File: config.mk
export PLATFORM = sky130hd
export DESIGN_NAME = dpf_playback_filter
export DESIGN_NICKNAME = d
export VERILOG_FILES = /design/src/dpf_playback_filter.v
export VERILOG_INCLUDE_DIRS = /design/src
export SDC_FILE = /design/constraint.sdc
export NUM_CORES = 2
export LEC_CHECK = 0
export BUFFER_PORTS_ARGS = -buffer_cell sky130_fd_sc_hd__clkbuf_2
export CAP_MARGIN = 30
export CELL_PAD_IN_SITES_DETAIL_PLACEMENT = 0
export CELL_PAD_IN_SITES_GLOBAL_PLACEMENT = 1
export CORE_MARGIN = 4
export CORE_UTILIZATION = 28
export CTS_CLUSTER_DIAMETER = 50
export DETAILED_ROUTE_END_ITERATION = 8
export GPL_TIMING_DRIVEN = 0
export PLACE_DENSITY_LB_ADDON = 0.25
export SLEW_MARGIN = 20
export SYNTH_ARGS = -nofsm -noshare
export SYNTH_HDL_FRONTEND = slang
export SYNTH_HIERARCHICAL = 1
export SYNTH_SLANG_ARGS = --single-unit
File: constraint.sdc
create_clock -name clk_i -period 16.7 [get_ports clk_i]
set_input_delay 2.505 -clock clk_i [delete_from_list [all_inputs] [get_ports clk_i]]
set_output_delay 2.505 -clock clk_i [all_outputs]
set_load 0.01 [all_outputs]
File: src/dpf_regs.vh
// Register map, field layout and constants of the playback filter block.
// Summary of operation
// - Mono bit mixes left and right to enabled DAC
// - Mono mix is attenuated by 6 dB
// - Emphasis field picks none, 32k, 44.1k, 48k
// - Stopband bit picks normal or sloping filter
// - Oversample bit picks normal or double rate
// - Bias double bit doubles both bias levels
// - Converter field sets normal, half, 0.66, 0.75 bias
// - Midrail field sets normal, half, 0.66, 0.75 bias
`ifndef DPF_REGS_VH
`define DPF_REGS_VH

`define DPF_IDX_BIAS 6'h08
`define DPF_IDX_PLAY 6'h21
`define DPF_IDX_STAT 6'h22
`define DPF_ADR_BIAS 8'h20
`define DPF_ADR_PLAY 8'h84
`define DPF_ADR_STAT 8'h88

`define DPF_BIAS_RESET 16'h0000
`define DPF_PLAY_RESET 16'h0000
`define DPF_BIAS_MASK 16'h003E
`define DPF_PLAY_MASK 16'h1807

`define DPF_BIT_DOUBLE 5
`define DPF_CONV_HI 4
`define DPF_CONV_LO 3
`define DPF_MID_HI 2
`define DPF_MID_LO 1
`define DPF_BIT_MONO 12
`define DPF_BIT_SLOPE 11
`define DPF_EMPH_HI 2
`define DPF_EMPH_LO 1
`define DPF_BIT_OSR 0

`define DPF_EMPH_NONE 2'h0
`define DPF_EMPH_32K 2'h1
`define DPF_EMPH_44K 2'h2
`define DPF_EMPH_48K 2'h3

`define DPF_LVL_NORMAL 8'h64
`define DPF_LVL_HALF 8'h32
`define DPF_LVL_066 8'h42
`define DPF_LVL_075 8'h4B

`define DPF_MOD_DIV_NORMAL 8'h20
`define DPF_MOD_DIV_DOUBLE 8'h10

`define DPF_B0_32K 16'h439C
`define DPF_B1_32K 16'hF82B
`define DPF_A1_32K 16'h443A
`define DPF_B0_44K 16'h3AE0
`define DPF_B1_44K 16'hF4EA
`define DPF_A1_44K 16'h5036
`define DPF_B0_48K 16'h3879
`define DPF_B1_48K 16'hF429
`define DPF_A1_48K 16'h535E

`endif
File: src/dpf_playback_filter.v
// Playback sample path with mono mix, de-emphasis, stopband choice and bias/rate controls.
`default_nettype none
`include "dpf_regs.vh"

module dpf_fifo #(
  parameter WIDTH = 32,
  parameter DEPTH = 16,
  parameter AW = 4
) (
  // Clock and reset.
  input wire clk_i,
  input wire rst_i,
  // Fill side.
  input wire in_valid_i,
  output wire in_ready_o,
  input wire [WIDTH-1:0] in_data_i,
  // Drain side.
  output wire out_valid_o,
  input wire out_ready_i,
  output wire [WIDTH-1:0] out_data_o,
  // Fill level.
  output wire [AW:0] level_o
);
  reg [WIDTH-1:0] mem [0:DEPTH-1];
  reg [AW:0] wr_ptr;
  reg [AW:0] rd_ptr;
  wire full;
  wire empty;
  wire push;
  wire pop;

  assign full = (wr_ptr[AW] != rd_ptr[AW]) && (wr_ptr[AW-1:0] == rd_ptr[AW-1:0]);
  assign empty = (wr_ptr == rd_ptr);
  assign in_ready_o = !full;
  assign out_valid_o = !empty;
  assign push = in_valid_i && !full;
  assign pop = out_ready_i && !empty;
  assign out_data_o = mem[rd_ptr[AW-1:0]];
  assign level_o = wr_ptr - rd_ptr;

  always @(posedge clk_i) begin
    if (push) begin
      mem[wr_ptr[AW-1:0]] <= in_data_i;
    end
  end

  always @(posedge clk_i) begin
    if (rst_i) begin
      wr_ptr <= {(AW+1){1'b0}};
      rd_ptr <= {(AW+1){1'b0}};
    end else begin
      if (push) begin
        wr_ptr <= wr_ptr + 1'b1;
      end
      if (pop) begin
        rd_ptr <= rd_ptr + 1'b1;
      end
    end
  end
endmodule // dpf_fifo

module dpf_playback_filter (
  // Clock and reset.
  input wire clk_i,
  input wire rst_i,
  // Wishbone classic slave.
  input wire cyc_i,
  input wire stb_i,
  input wire we_i,
  input wire [7:0] adr_i,
  input wire [3:0] sel_i,
  input wire [31:0] dat_i,
  output reg [31:0] dat_o,
  output reg ack_o,
  // Channel enables from the power control logic.
  input wire dac_left_en_i,
  input wire dac_right_en_i,
  // Incoming stereo samples.
  input wire smp_valid_i,
  output wire smp_ready_o,
  input wire [15:0] smp_left_i,
  input wire [15:0] smp_right_i,
  // Samples toward the modulators.
  output reg dac_valid_o,
  input wire dac_ready_i,
  output reg [15:0] dac_left_o,
  output reg [15:0] dac_right_o,
  // Modulator and analogue controls.
  output reg mod_tick_o,
  output reg osr_double_o,
  output reg sloping_stopband_o,
  output reg [7:0] converter_bias_level_o,
  output reg [7:0] midrail_bias_level_o
);
  reg [15:0] bias_cfg;
  reg [15:0] play_cfg;
  reg [7:0] mod_cnt;
  reg [15:0] slope_prev [0:1];
  reg [15:0] emph_x1 [0:1];
  reg [15:0] emph_y1 [0:1];
  wire [31:0] fifo_data;
  wire fifo_valid;
  wire fifo_pop;
  wire [4:0] fifo_level;
  wire wb_req;
  wire [5:0] wb_idx;
  wire [15:0] wmask;
  wire [15:0] lane_data;
  wire mono_on;
  wire [1:0] emph_sel;
  wire [16:0] mono_sum;
  wire [15:0] mono_half;
  wire [15:0] mixed [0:1];
  wire [15:0] emph_out [0:1];
  wire [15:0] final_out [0:1];
  wire [1:0] chan_en;
  wire [7:0] next_conv_level;
  wire [7:0] next_mid_level;
  wire [7:0] mod_div;

  // Saturates a wide filter result back to 16-bit signed.
  function [15:0] sat16;
    input signed [33:0] v;
    begin
      if (v > 34'sd32767) begin
        sat16 = 16'h7FFF;
      end else if (v < -34'sd32768) begin
        sat16 = 16'h8000;
      end else begin
        sat16 = v[15:0];
      end
    end
  endfunction

  // Maps a two-bit bias select onto a level in hundredths of normal.
  function [7:0] bias_level;
    input [1:0] code;
    input dbl;
    reg [7:0] base;
    begin
      case (code)
        2'h0: base = `DPF_LVL_NORMAL;
        2'h1: base = `DPF_LVL_HALF;
        2'h2: base = `DPF_LVL_066;
        default: base = `DPF_LVL_075;
      endcase
      bias_level = dbl ? {base[6:0], 1'b0} : base;
    end
  endfunction

  // Picks one de-emphasis coefficient: 0 is b0, 1 is b1, 2 is a1, all Q15.
  function [15:0] emph_coef;
    input [1:0] sel;
    input [1:0] which;
    begin
      case (sel)
        `DPF_EMPH_32K: emph_coef = (which == 2'h0) ? `DPF_B0_32K :
                                   (which == 2'h1) ? `DPF_B1_32K : `DPF_A1_32K;
        `DPF_EMPH_44K: emph_coef = (which == 2'h0) ? `DPF_B0_44K :
                                   (which == 2'h1) ? `DPF_B1_44K : `DPF_A1_44K;
        `DPF_EMPH_48K: emph_coef = (which == 2'h0) ? `DPF_B0_48K :
                                   (which == 2'h1) ? `DPF_B1_48K : `DPF_A1_48K;
        default: emph_coef = 16'h0000;
      endcase
    end
  endfunction

  // The FIFO absorbs bursts from the audio interface while the modulators stall.
  dpf_fifo #(
    .WIDTH(32),
    .DEPTH(16),
    .AW(4)
  ) u_fifo (
    .clk_i(clk_i),
    .rst_i(rst_i),
    .in_valid_i(smp_valid_i),
    .in_ready_o(smp_ready_o),
    .in_data_i({smp_left_i, smp_right_i}),
    .out_valid_o(fifo_valid),
    .out_ready_i(fifo_pop),
    .out_data_o(fifo_data),
    .level_o(fifo_level)
  );

  assign fifo_pop = fifo_valid && (!dac_valid_o || dac_ready_i);

  // Register bus decode.
  assign wb_req = cyc_i && stb_i && !ack_o;
  assign wb_idx = adr_i[7:2];
  assign wmask = {{8{sel_i[1]}}, {8{sel_i[0]}}};
  assign lane_data = dat_i[15:0];

  always @(posedge clk_i) begin
    if (rst_i) begin
      ack_o <= 1'b0;
      dat_o <= 32'h00000000;
      bias_cfg <= `DPF_BIAS_RESET;
      play_cfg <= `DPF_PLAY_RESET;
    end else begin
      ack_o <= wb_req;
      if (wb_req && we_i) begin
        if (wb_idx == `DPF_IDX_BIAS) begin
          bias_cfg <= ((bias_cfg & ~wmask) | (lane_data & wmask)) & `DPF_BIAS_MASK;
        end
        if (wb_idx == `DPF_IDX_PLAY) begin
          play_cfg <= ((play_cfg & ~wmask) | (lane_data & wmask)) & `DPF_PLAY_MASK;
        end
      end
      if (wb_req && !we_i) begin
        case (wb_idx)
          `DPF_IDX_BIAS: dat_o <= {16'h0000, bias_cfg};
          `DPF_IDX_PLAY: dat_o <= {16'h0000, play_cfg};
          `DPF_IDX_STAT: dat_o <= {16'h0000, 8'h00, dac_valid_o, 2'h0, fifo_level};
          default: dat_o <= 32'h00000000;
        endcase
      end else begin
        dat_o <= 32'h00000000;
      end
    end
  end

  // Sample processing: mix, then de-emphasis, then the selected stopband response.
  assign mono_on = play_cfg[`DPF_BIT_MONO];
  assign emph_sel = play_cfg[`DPF_EMPH_HI:`DPF_EMPH_LO];
  assign chan_en = {dac_left_en_i, dac_right_en_i};
  assign mono_sum = {fifo_data[31], fifo_data[31:16]} + {fifo_data[15], fifo_data[15:0]};
  // Halving the sum is the 6 dB drop, and it cannot overflow 16 bits.
  assign mono_half = mono_sum[16:1];
  // In mono the mix feeds both lanes; the channel enable then picks the live DAC.
  assign mixed[1] = mono_on ? mono_half : fifo_data[31:16];
  assign mixed[0] = mono_on ? mono_half : fifo_data[15:0];

  genvar ch;
  generate
    for (ch = 0; ch < 2; ch = ch + 1) begin : g_chan
      wire signed [31:0] p_b0;
      wire signed [31:0] p_b1;
      wire signed [31:0] p_a1;
      wire signed [33:0] acc;
      wire [16:0] slope_sum;

      assign p_b0 = $signed(mixed[ch]) * $signed(emph_coef(emph_sel, 2'h0));
      assign p_b1 = $signed(emph_x1[ch]) * $signed(emph_coef(emph_sel, 2'h1));
      assign p_a1 = $signed(emph_y1[ch]) * $signed(emph_coef(emph_sel, 2'h2));
      assign acc = ($signed({{2{p_b0[31]}}, p_b0}) + $signed({{2{p_b1[31]}}, p_b1})
                    + $signed({{2{p_a1[31]}}, p_a1})) >>> 15;
      assign emph_out[ch] = (emph_sel == `DPF_EMPH_NONE) ? mixed[ch] : sat16(acc);
      // The two-tap average puts a zero at half the sample rate for a sloping stopband.
      assign slope_sum = {emph_out[ch][15], emph_out[ch]} + {slope_prev[ch][15], slope_prev[ch]};
      assign final_out[ch] = play_cfg[`DPF_BIT_SLOPE] ? slope_sum[16:1] : emph_out[ch];

      always @(posedge clk_i) begin
        if (rst_i) begin
          emph_x1[ch] <= 16'h0000;
          emph_y1[ch] <= 16'h0000;
          slope_prev[ch] <= 16'h0000;
        end else if (fifo_pop) begin
          emph_x1[ch] <= mixed[ch];
          emph_y1[ch] <= emph_out[ch];
          slope_prev[ch] <= emph_out[ch];
        end
      end
    end
  endgenerate

  always @(posedge clk_i) begin
    if (rst_i) begin
      dac_valid_o <= 1'b0;
      dac_left_o <= 16'h0000;
      dac_right_o <= 16'h0000;
    end else if (fifo_pop) begin
      dac_valid_o <= 1'b1;
      // A disabled DAC gets silence so a mono mix lands only on the live one.
      dac_left_o <= chan_en[1] ? final_out[1] : 16'h0000;
      dac_right_o <= chan_en[0] ? final_out[0] : 16'h0000;
    end else if (dac_ready_i) begin
      dac_valid_o <= 1'b0;
    end
  end

  // Modulator rate and analogue bias controls.
  assign mod_div = play_cfg[`DPF_BIT_OSR] ? `DPF_MOD_DIV_DOUBLE : `DPF_MOD_DIV_NORMAL;
  assign next_conv_level = bias_level(bias_cfg[`DPF_CONV_HI:`DPF_CONV_LO],
                                      bias_cfg[`DPF_BIT_DOUBLE]);
  assign next_mid_level = bias_level(bias_cfg[`DPF_MID_HI:`DPF_MID_LO],
                                     bias_cfg[`DPF_BIT_DOUBLE]);

  always @(posedge clk_i) begin
    if (rst_i) begin
      mod_cnt <= 8'h00;
      mod_tick_o <= 1'b0;
      osr_double_o <= 1'b0;
      sloping_stopband_o <= 1'b0;
      converter_bias_level_o <= `DPF_LVL_NORMAL;
      midrail_bias_level_o <= `DPF_LVL_NORMAL;
    end else begin
      // A rate change mid-count ends the current period early rather than late.
      if (mod_cnt >= mod_div - 8'h01) begin
        mod_cnt <= 8'h00;
        mod_tick_o <= 1'b1;
      end else begin
        mod_cnt <= mod_cnt + 8'h01;
        mod_tick_o <= 1'b0;
      end
      osr_double_o <= play_cfg[`DPF_BIT_OSR];
      sloping_stopband_o <= play_cfg[`DPF_BIT_SLOPE];
      converter_bias_level_o <= next_conv_level;
      midrail_bias_level_o <= next_mid_level;
    end
  end
endmodule // dpf_playback_filter
`default_nettype wire

### Word-level counts from Yosys, hierarchy flattened

Memories as Yosys holds them, arrays and structs flattened. A register that Yosys moved wholly into a read port is not among the register bits.
Index checks and enable logic that the tools add are counted.

* register bits: 113
* bits in writable memories: 608
* output and inout bits: 86
* logic and storage cells: 132
* memories kept: 4

* $add $sub $neg: 12
* $mul: 6
* $lt $le $gt $ge: 5
* equality and inequality tests: 13
* multiplexer cells: 39
* bitwise operators: 13
* reduce and logical (&&, ||, !) cells: 23

Memory list
* u_fifo.mem: words 16, width 32, read ports 1, clocked after memory_dff 1, wr ports 1, RTL line dpf_playback_filter.v:24 `reg [WIDTH-1:0] mem [0:DEPTH-1];`
* emph_x1: words 2, width 16, read ports 2, clocked after memory_dff 0, wr ports 2, RTL line dpf_playback_filter.v:99 `reg [15:0] emph_x1 [0:1];`
* emph_y1: words 2, width 16, read ports 2, clocked after memory_dff 0, wr ports 2, RTL line dpf_playback_filter.v:100 `reg [15:0] emph_y1 [0:1];`
* slope_prev: words 2, width 16, read ports 2, clocked after memory_dff 0, wr ports 2, RTL line dpf_playback_filter.v:98 `reg [15:0] slope_prev [0:1];`

Operators with widths (number)
* two-way mux 16 bit: 18
* multiplier 16 x 16 -> 32 bit: 6
* one-hot mux 15 bit (3 select lines): 2
* adder 33 x 32 -> 34 bit: 2
* adder 32 x 32 -> 33 bit: 2
* adder 16 x 16 -> 17 bit: 3
* one-hot mux 16 bit (3 select lines): 1
* one-hot mux 7 bit (3 select lines): 2
* one-hot mux 13 bit (3 select lines): 1
* greater-than comparator 19 x 16 -> 1 bit, second input constant: 2
* < comparator 19 x 16 -> 1 bit, second input constant: 2
* AND 13 bit: 2
* two-way mux 8 bit: 2
* NOT 13 bit: 1
* bitwise OR 13 bit: 1
* == test 6 bit, second input constant: 2
* adder 5 x 1 -> 5 bit, second input constant: 2
* two-way mux 1 bit: 10
* adder 8 x 1 -> 8 bit, second input constant: 1
* == test 2 bit, second input constant: 4
* >= comparator 8 bit: 1
* logical AND 1 bit: 8
* two-way mux 4 bit: 2
* subtractor 6 x 1 -> 7 bit, second input constant: 1
* other kinds (17): 33

### Depth between registers and ports, before layout

* word-level depth: 12
* mapped depth: 63
* gate-level depth less buffers: 59

### Hierarchy

The synthesis kept the hierarchy.

Modules (own cells, without submodules)
* dpf_playback_filter: times used 1, cells each 5526, area an instance 55025.3 um^2, seq. area each 3523.4 um^2
* dpf_fifo: times used 1, cells each 889, area an instance 19951.6 um^2, seq. area each 15655.0 um^2

### Worst setup path before layout

Ideal clock, no wire load.

* path type: register to register
* start point: register (tool-made name)
* end point: register dac_left_o[13]
* setup time: 122 ps
* arrival time: 13834 ps
* slack: 2744 ps
* cell stages (with the launch flop): 59
* buffers on the path: 3
* path through: dfxtp_1 -> buf_2 -> buf_2 -> mux4_2 -> a22oi_1 -> nand2_1 -> and2_1 -> fa_1 -> a21o_1 -> a21oi_1 -> o21bai_1 -> a21oi_1 -> o21bai_1 -> a21oi_1 -> o21ai_0 -> o21ai_0 -> mux2_2 -> a21boi_0 -> [23 not listed] -> o31ai_2 -> buf_2 -> nand2_1 -> a22oi_1 -> ha_1 -> nor2b_1 -> o21ai_0 -> a21boi_0 -> o21ai_0 -> nand2b_1 -> a21o_1 -> a21oi_1 -> a2bb2oi_1 -> a211o_1 -> o21ai_0 -> nor2_1 -> nor3b_1 -> a221o_1

RTL lines
* end signal: assignment: RTL line dpf_playback_filter.v:274 `dac_left_o <= chan_en[1] ? final_out[1] : 16'h0000;`
* end: declaration: RTL line dpf_playback_filter.v:86 `output reg [15:0] dac_left_o,`

==> impl_metrics.env <==
export IMPL_min_period_over_period_pct=96.8
export IMPL_antenna_left=0
export IMPL_holdWs_ps=447
export IMPL_grt_pass1_wl_microns=370000
export IMPL_drv_cap=0
export IMPL_fin_util_pct=31.9
export IMPL_stdcell_count=10400
export IMPL_wl_microns=255000
export IMPL_ys_flop_type="edfxtp_1"
export IMPL_peakVddDrop_mv=0.0901
export IMPL_insertion_delay_ps=720
export IMPL_wire_per_inst_microns=24.6
export IMPL_tns_ps=0
export IMPL_synth_cells=6415
export IMPL_stdcell_area_sq_um=84800
export IMPL_num_vias=47000
export IMPL_clockBufferDepth=3
export IMPL_finalSetupViolCount=0
export IMPL_cp_common_cell="fa_1"
export IMPL_syn_to_final_growth_pct=13.1
export IMPL_overflow=0
export IMPL_critPathBufInv=7
export IMPL_cts_sinks=670
export IMPL_placed_area_sq_um=81400
export IMPL_p_per_area_nw_per_um2=70.2
export IMPL_syn_area_per_cell_sq_um=11.7
export IMPL_drc=0
export IMPL_worst_slack_ps=537
export IMPL_floorplan_initialDensity_pct=28.2
export IMPL_final_nets=8831
export IMPL_synth_edf_count=576
export IMPL_max_slew_margin_pct=18.2
export IMPL_place_inst=10200
export IMPL_core_area_sq_um=266000
export IMPL_critPathMaxFanout=10
export IMPL_ys_ff_latch=670
export IMPL_leakage_nw=37.6
export IMPL_rows=189
export IMPL_antenna_found_initial=33
export IMPL_rsz0062_at_grt="no"
export IMPL_boundaryPins=171
export IMPL_final_common_cell="inv_1"
export IMPL_slew_violations=0
export IMPL_syn_area_sq_um=75000
export IMPL_arrival_ps=16710
export IMPL_die_x_microns=525
export IMPL_ys_warn_count=6
export IMPL_first_global_vias=51000
export IMPL_drt_iter0_drc=2903
export IMPL_worstPathRequired_ps=17250
export IMPL_port_buffers=119
export IMPL_globalplace_congestion=0.880
export IMPL_fin_skew_ps=70.5
export IMPL_ctsHoldBuffers=0
export IMPL_final_hold_viol_count=0
export IMPL_grt_max_degree=42
export IMPL_cts_tree="done"
export IMPL_viasPerCell=4.53
export IMPL_cts_root_buf="clkbuf_16"
export IMPL_drive_above_1_share_pct=10.2
export IMPL_fmax_mhz=61.9
export IMPL_end_kind="register"
export IMPL_dieArea_sq_um=276000
export IMPL_pre_cts_slack_ps=-879
export IMPL_max_stage_delay_ps=650
export IMPL_path_delay_family="adder cells"
export IMPL_path_class="register to register"
export IMPL_ys_types=94
export IMPL_final_cell_mix="1,630 x inv_1, 1,338 x fa_1, 667 x ha_1"
export IMPL_drt_pass1_iter_count=6
export IMPL_track_usage_pct=18.5
export IMPL_cts_max_level=3
export IMPL_status="finished, final reports clean"
export IMPL_yosysSeqAreaShare_pct=25.6
export IMPL_finalCriticalPeriod_ps=16160
export IMPL_startpoint_type="register"
export IMPL_hold_class="register to register"
export IMPL_hpwlAfterDp_microns=221000
export IMPL_die_y_microns=525
export IMPL_fill_cells=27200
export IMPL_tightest_slew_ps=1230
export IMPL_cts_buffers=94
export IMPL_p_total_mw=5.95
export IMPL_clkSlewWorstSetupHoldPaths_ps=60
export IMPL_async_flop_share_pct=0
export IMPL_critical_path_slowest_cell="or4_4"
==> report_power, final <==
| group | total, mW | internal [mW] | switching [mW] |
|---|---|---|---|
| combinational | 1.72 | 0.659 | 1.07 |
| clock | 1.97 | 1.14 | 0.824 |
| sequential | 2.26 | 1.96 | 0.302 |
| total | 5.95 | 3.76 | 2.19 |
==> sequential cells by signal, summed over array words and instances, names as in the netlist, named ones only <==
register	flops
dac_valid_o	1
midrail_bias_level_o	8
u_fifo/wr_ptr	5
dac_right_o	16
ack_o	1
mod_tick_o	1
u_fifo/rd_ptr	5
dac_left_o	16
dat_o	9
u_fifo/mem	512
emph_x1	32
emph_y1	32
osr_double_o	1
sloping_stopband_o	1
converter_bias_level_o	8
mod_cnt	8
==> synth_stat cells (4+ instances only) <==
library cell  number  area share (%)
a2111oi_0          5           0.058
a211o_1            4           0.047
a211oi_1          24            0.24
a21boi_0          20            0.20
a21o_1            43            0.43
a21oi_1          124            0.83
a221o_1            4           0.053
a22oi_1           88            0.88
a31oi_1           14            0.12
and2_1           363             3.0
and3_1            15            0.13
buf_1             14           0.070
buf_2             12           0.080
buf_4             33            0.33
clkbuf_1         121            0.61
dfxtp_1           94             2.5
edfxtp_1         576              23
fa_1            1338              36
ha_1             669              11
inv_1           1632             8.2
mux2i_1           19            0.25
mux4_2           128             3.8
nand2_1          227             1.1
nand2b_1          24            0.20
nand3_1           42            0.28
nand3b_1           5           0.050
nand4_1           17            0.14
nor2_1           240             1.2
nor2b_1           95            0.79
nor3_1            29            0.19
nor3b_1            8           0.080
o211ai_1          14            0.14
o21a_1            10            0.10
o21ai_0           99            0.66
o21bai_1          12            0.12
o31ai_1            5           0.050
or2_2             26            0.22
or3_1              5           0.042
xnor2_1           79            0.92
xor2_1            45            0.53
==> worst reg2reg max path, delay by kind of cell, from the launching register on <==
family / cells / cell delay, ps
compound gates: 24 / 5480
xor+xnor: 1 / 250
fa+ha+maj: 12 / 5650
buf+inv: 7 / 1350
flops: 1 / 420
mux: 1 / 400
simple gates: 11 / 2510
==> logic make-up after synthesis <==
kind of cell / count (synthesis) / synth area share (%)
xor gates and xnor gates: 128 / 1.56
DFF: 670 / 25.6
AOI/OAI and AO/OA: 529 / 4.77
adders and majority gates: 2007 / 46.9
and+or+nand+nor: 1114 / 7.72
muxes: 152 / 4.19
other: 1 / 0.00500
buffers and inverters: 1814 / 9.28
==> worst paths after layout <==
check	start	slack, ps	to	depth (start not counted)
worst max-delay path	register	540	dac_left_o[13]$_SDFFE_PP0P_	56
worst min-delay path	mod_cnt[0]$_SDFF_PP0_	450	mod_cnt[0]$_SDFF_PP0_	1
worst max register to register	register	540	dac_left_o[13]$_SDFFE_PP0P_	56
worst min register to register	mod_cnt[0]$_SDFF_PP0_	450	mod_cnt[0]$_SDFF_PP0_	1
==> layout make-up <==
cell class / instances / area, sq um / share of cell area, %
Multi-Input combinational cell: 3955 / 49300 / 58.2
Sequential cell: 670 / 19200 / 22.6
Inverter: 1633 / 6130 / 7.23
Tap cell: 3533 / 4420 / 5.21
Clock buffer: 103 / 2390 / 2.81
Timing Repair Buffer: 204 / 1710 / 2.02
Buffer: 181 / 902 / 1.06
Clock inverter: 64 / 696 / 0.820
Antenna cell: 26 / 65.1 / 0.0767
==> repair_timing <==
item	in CTS	in global routing
gates cloned	0	0
setup buffers	2	2
gates resized for setup	40	51
endpoints found under the setup margin	14	13
pin swaps	3	4
==> metal layers <==
layer	wire (microns)	track usage, %
met1	112000	25.5
met3	16000	3.11
met5	110	0
met4	5900	3.99
met2	120000	30.6
Power figures use the tool's default switching activity.
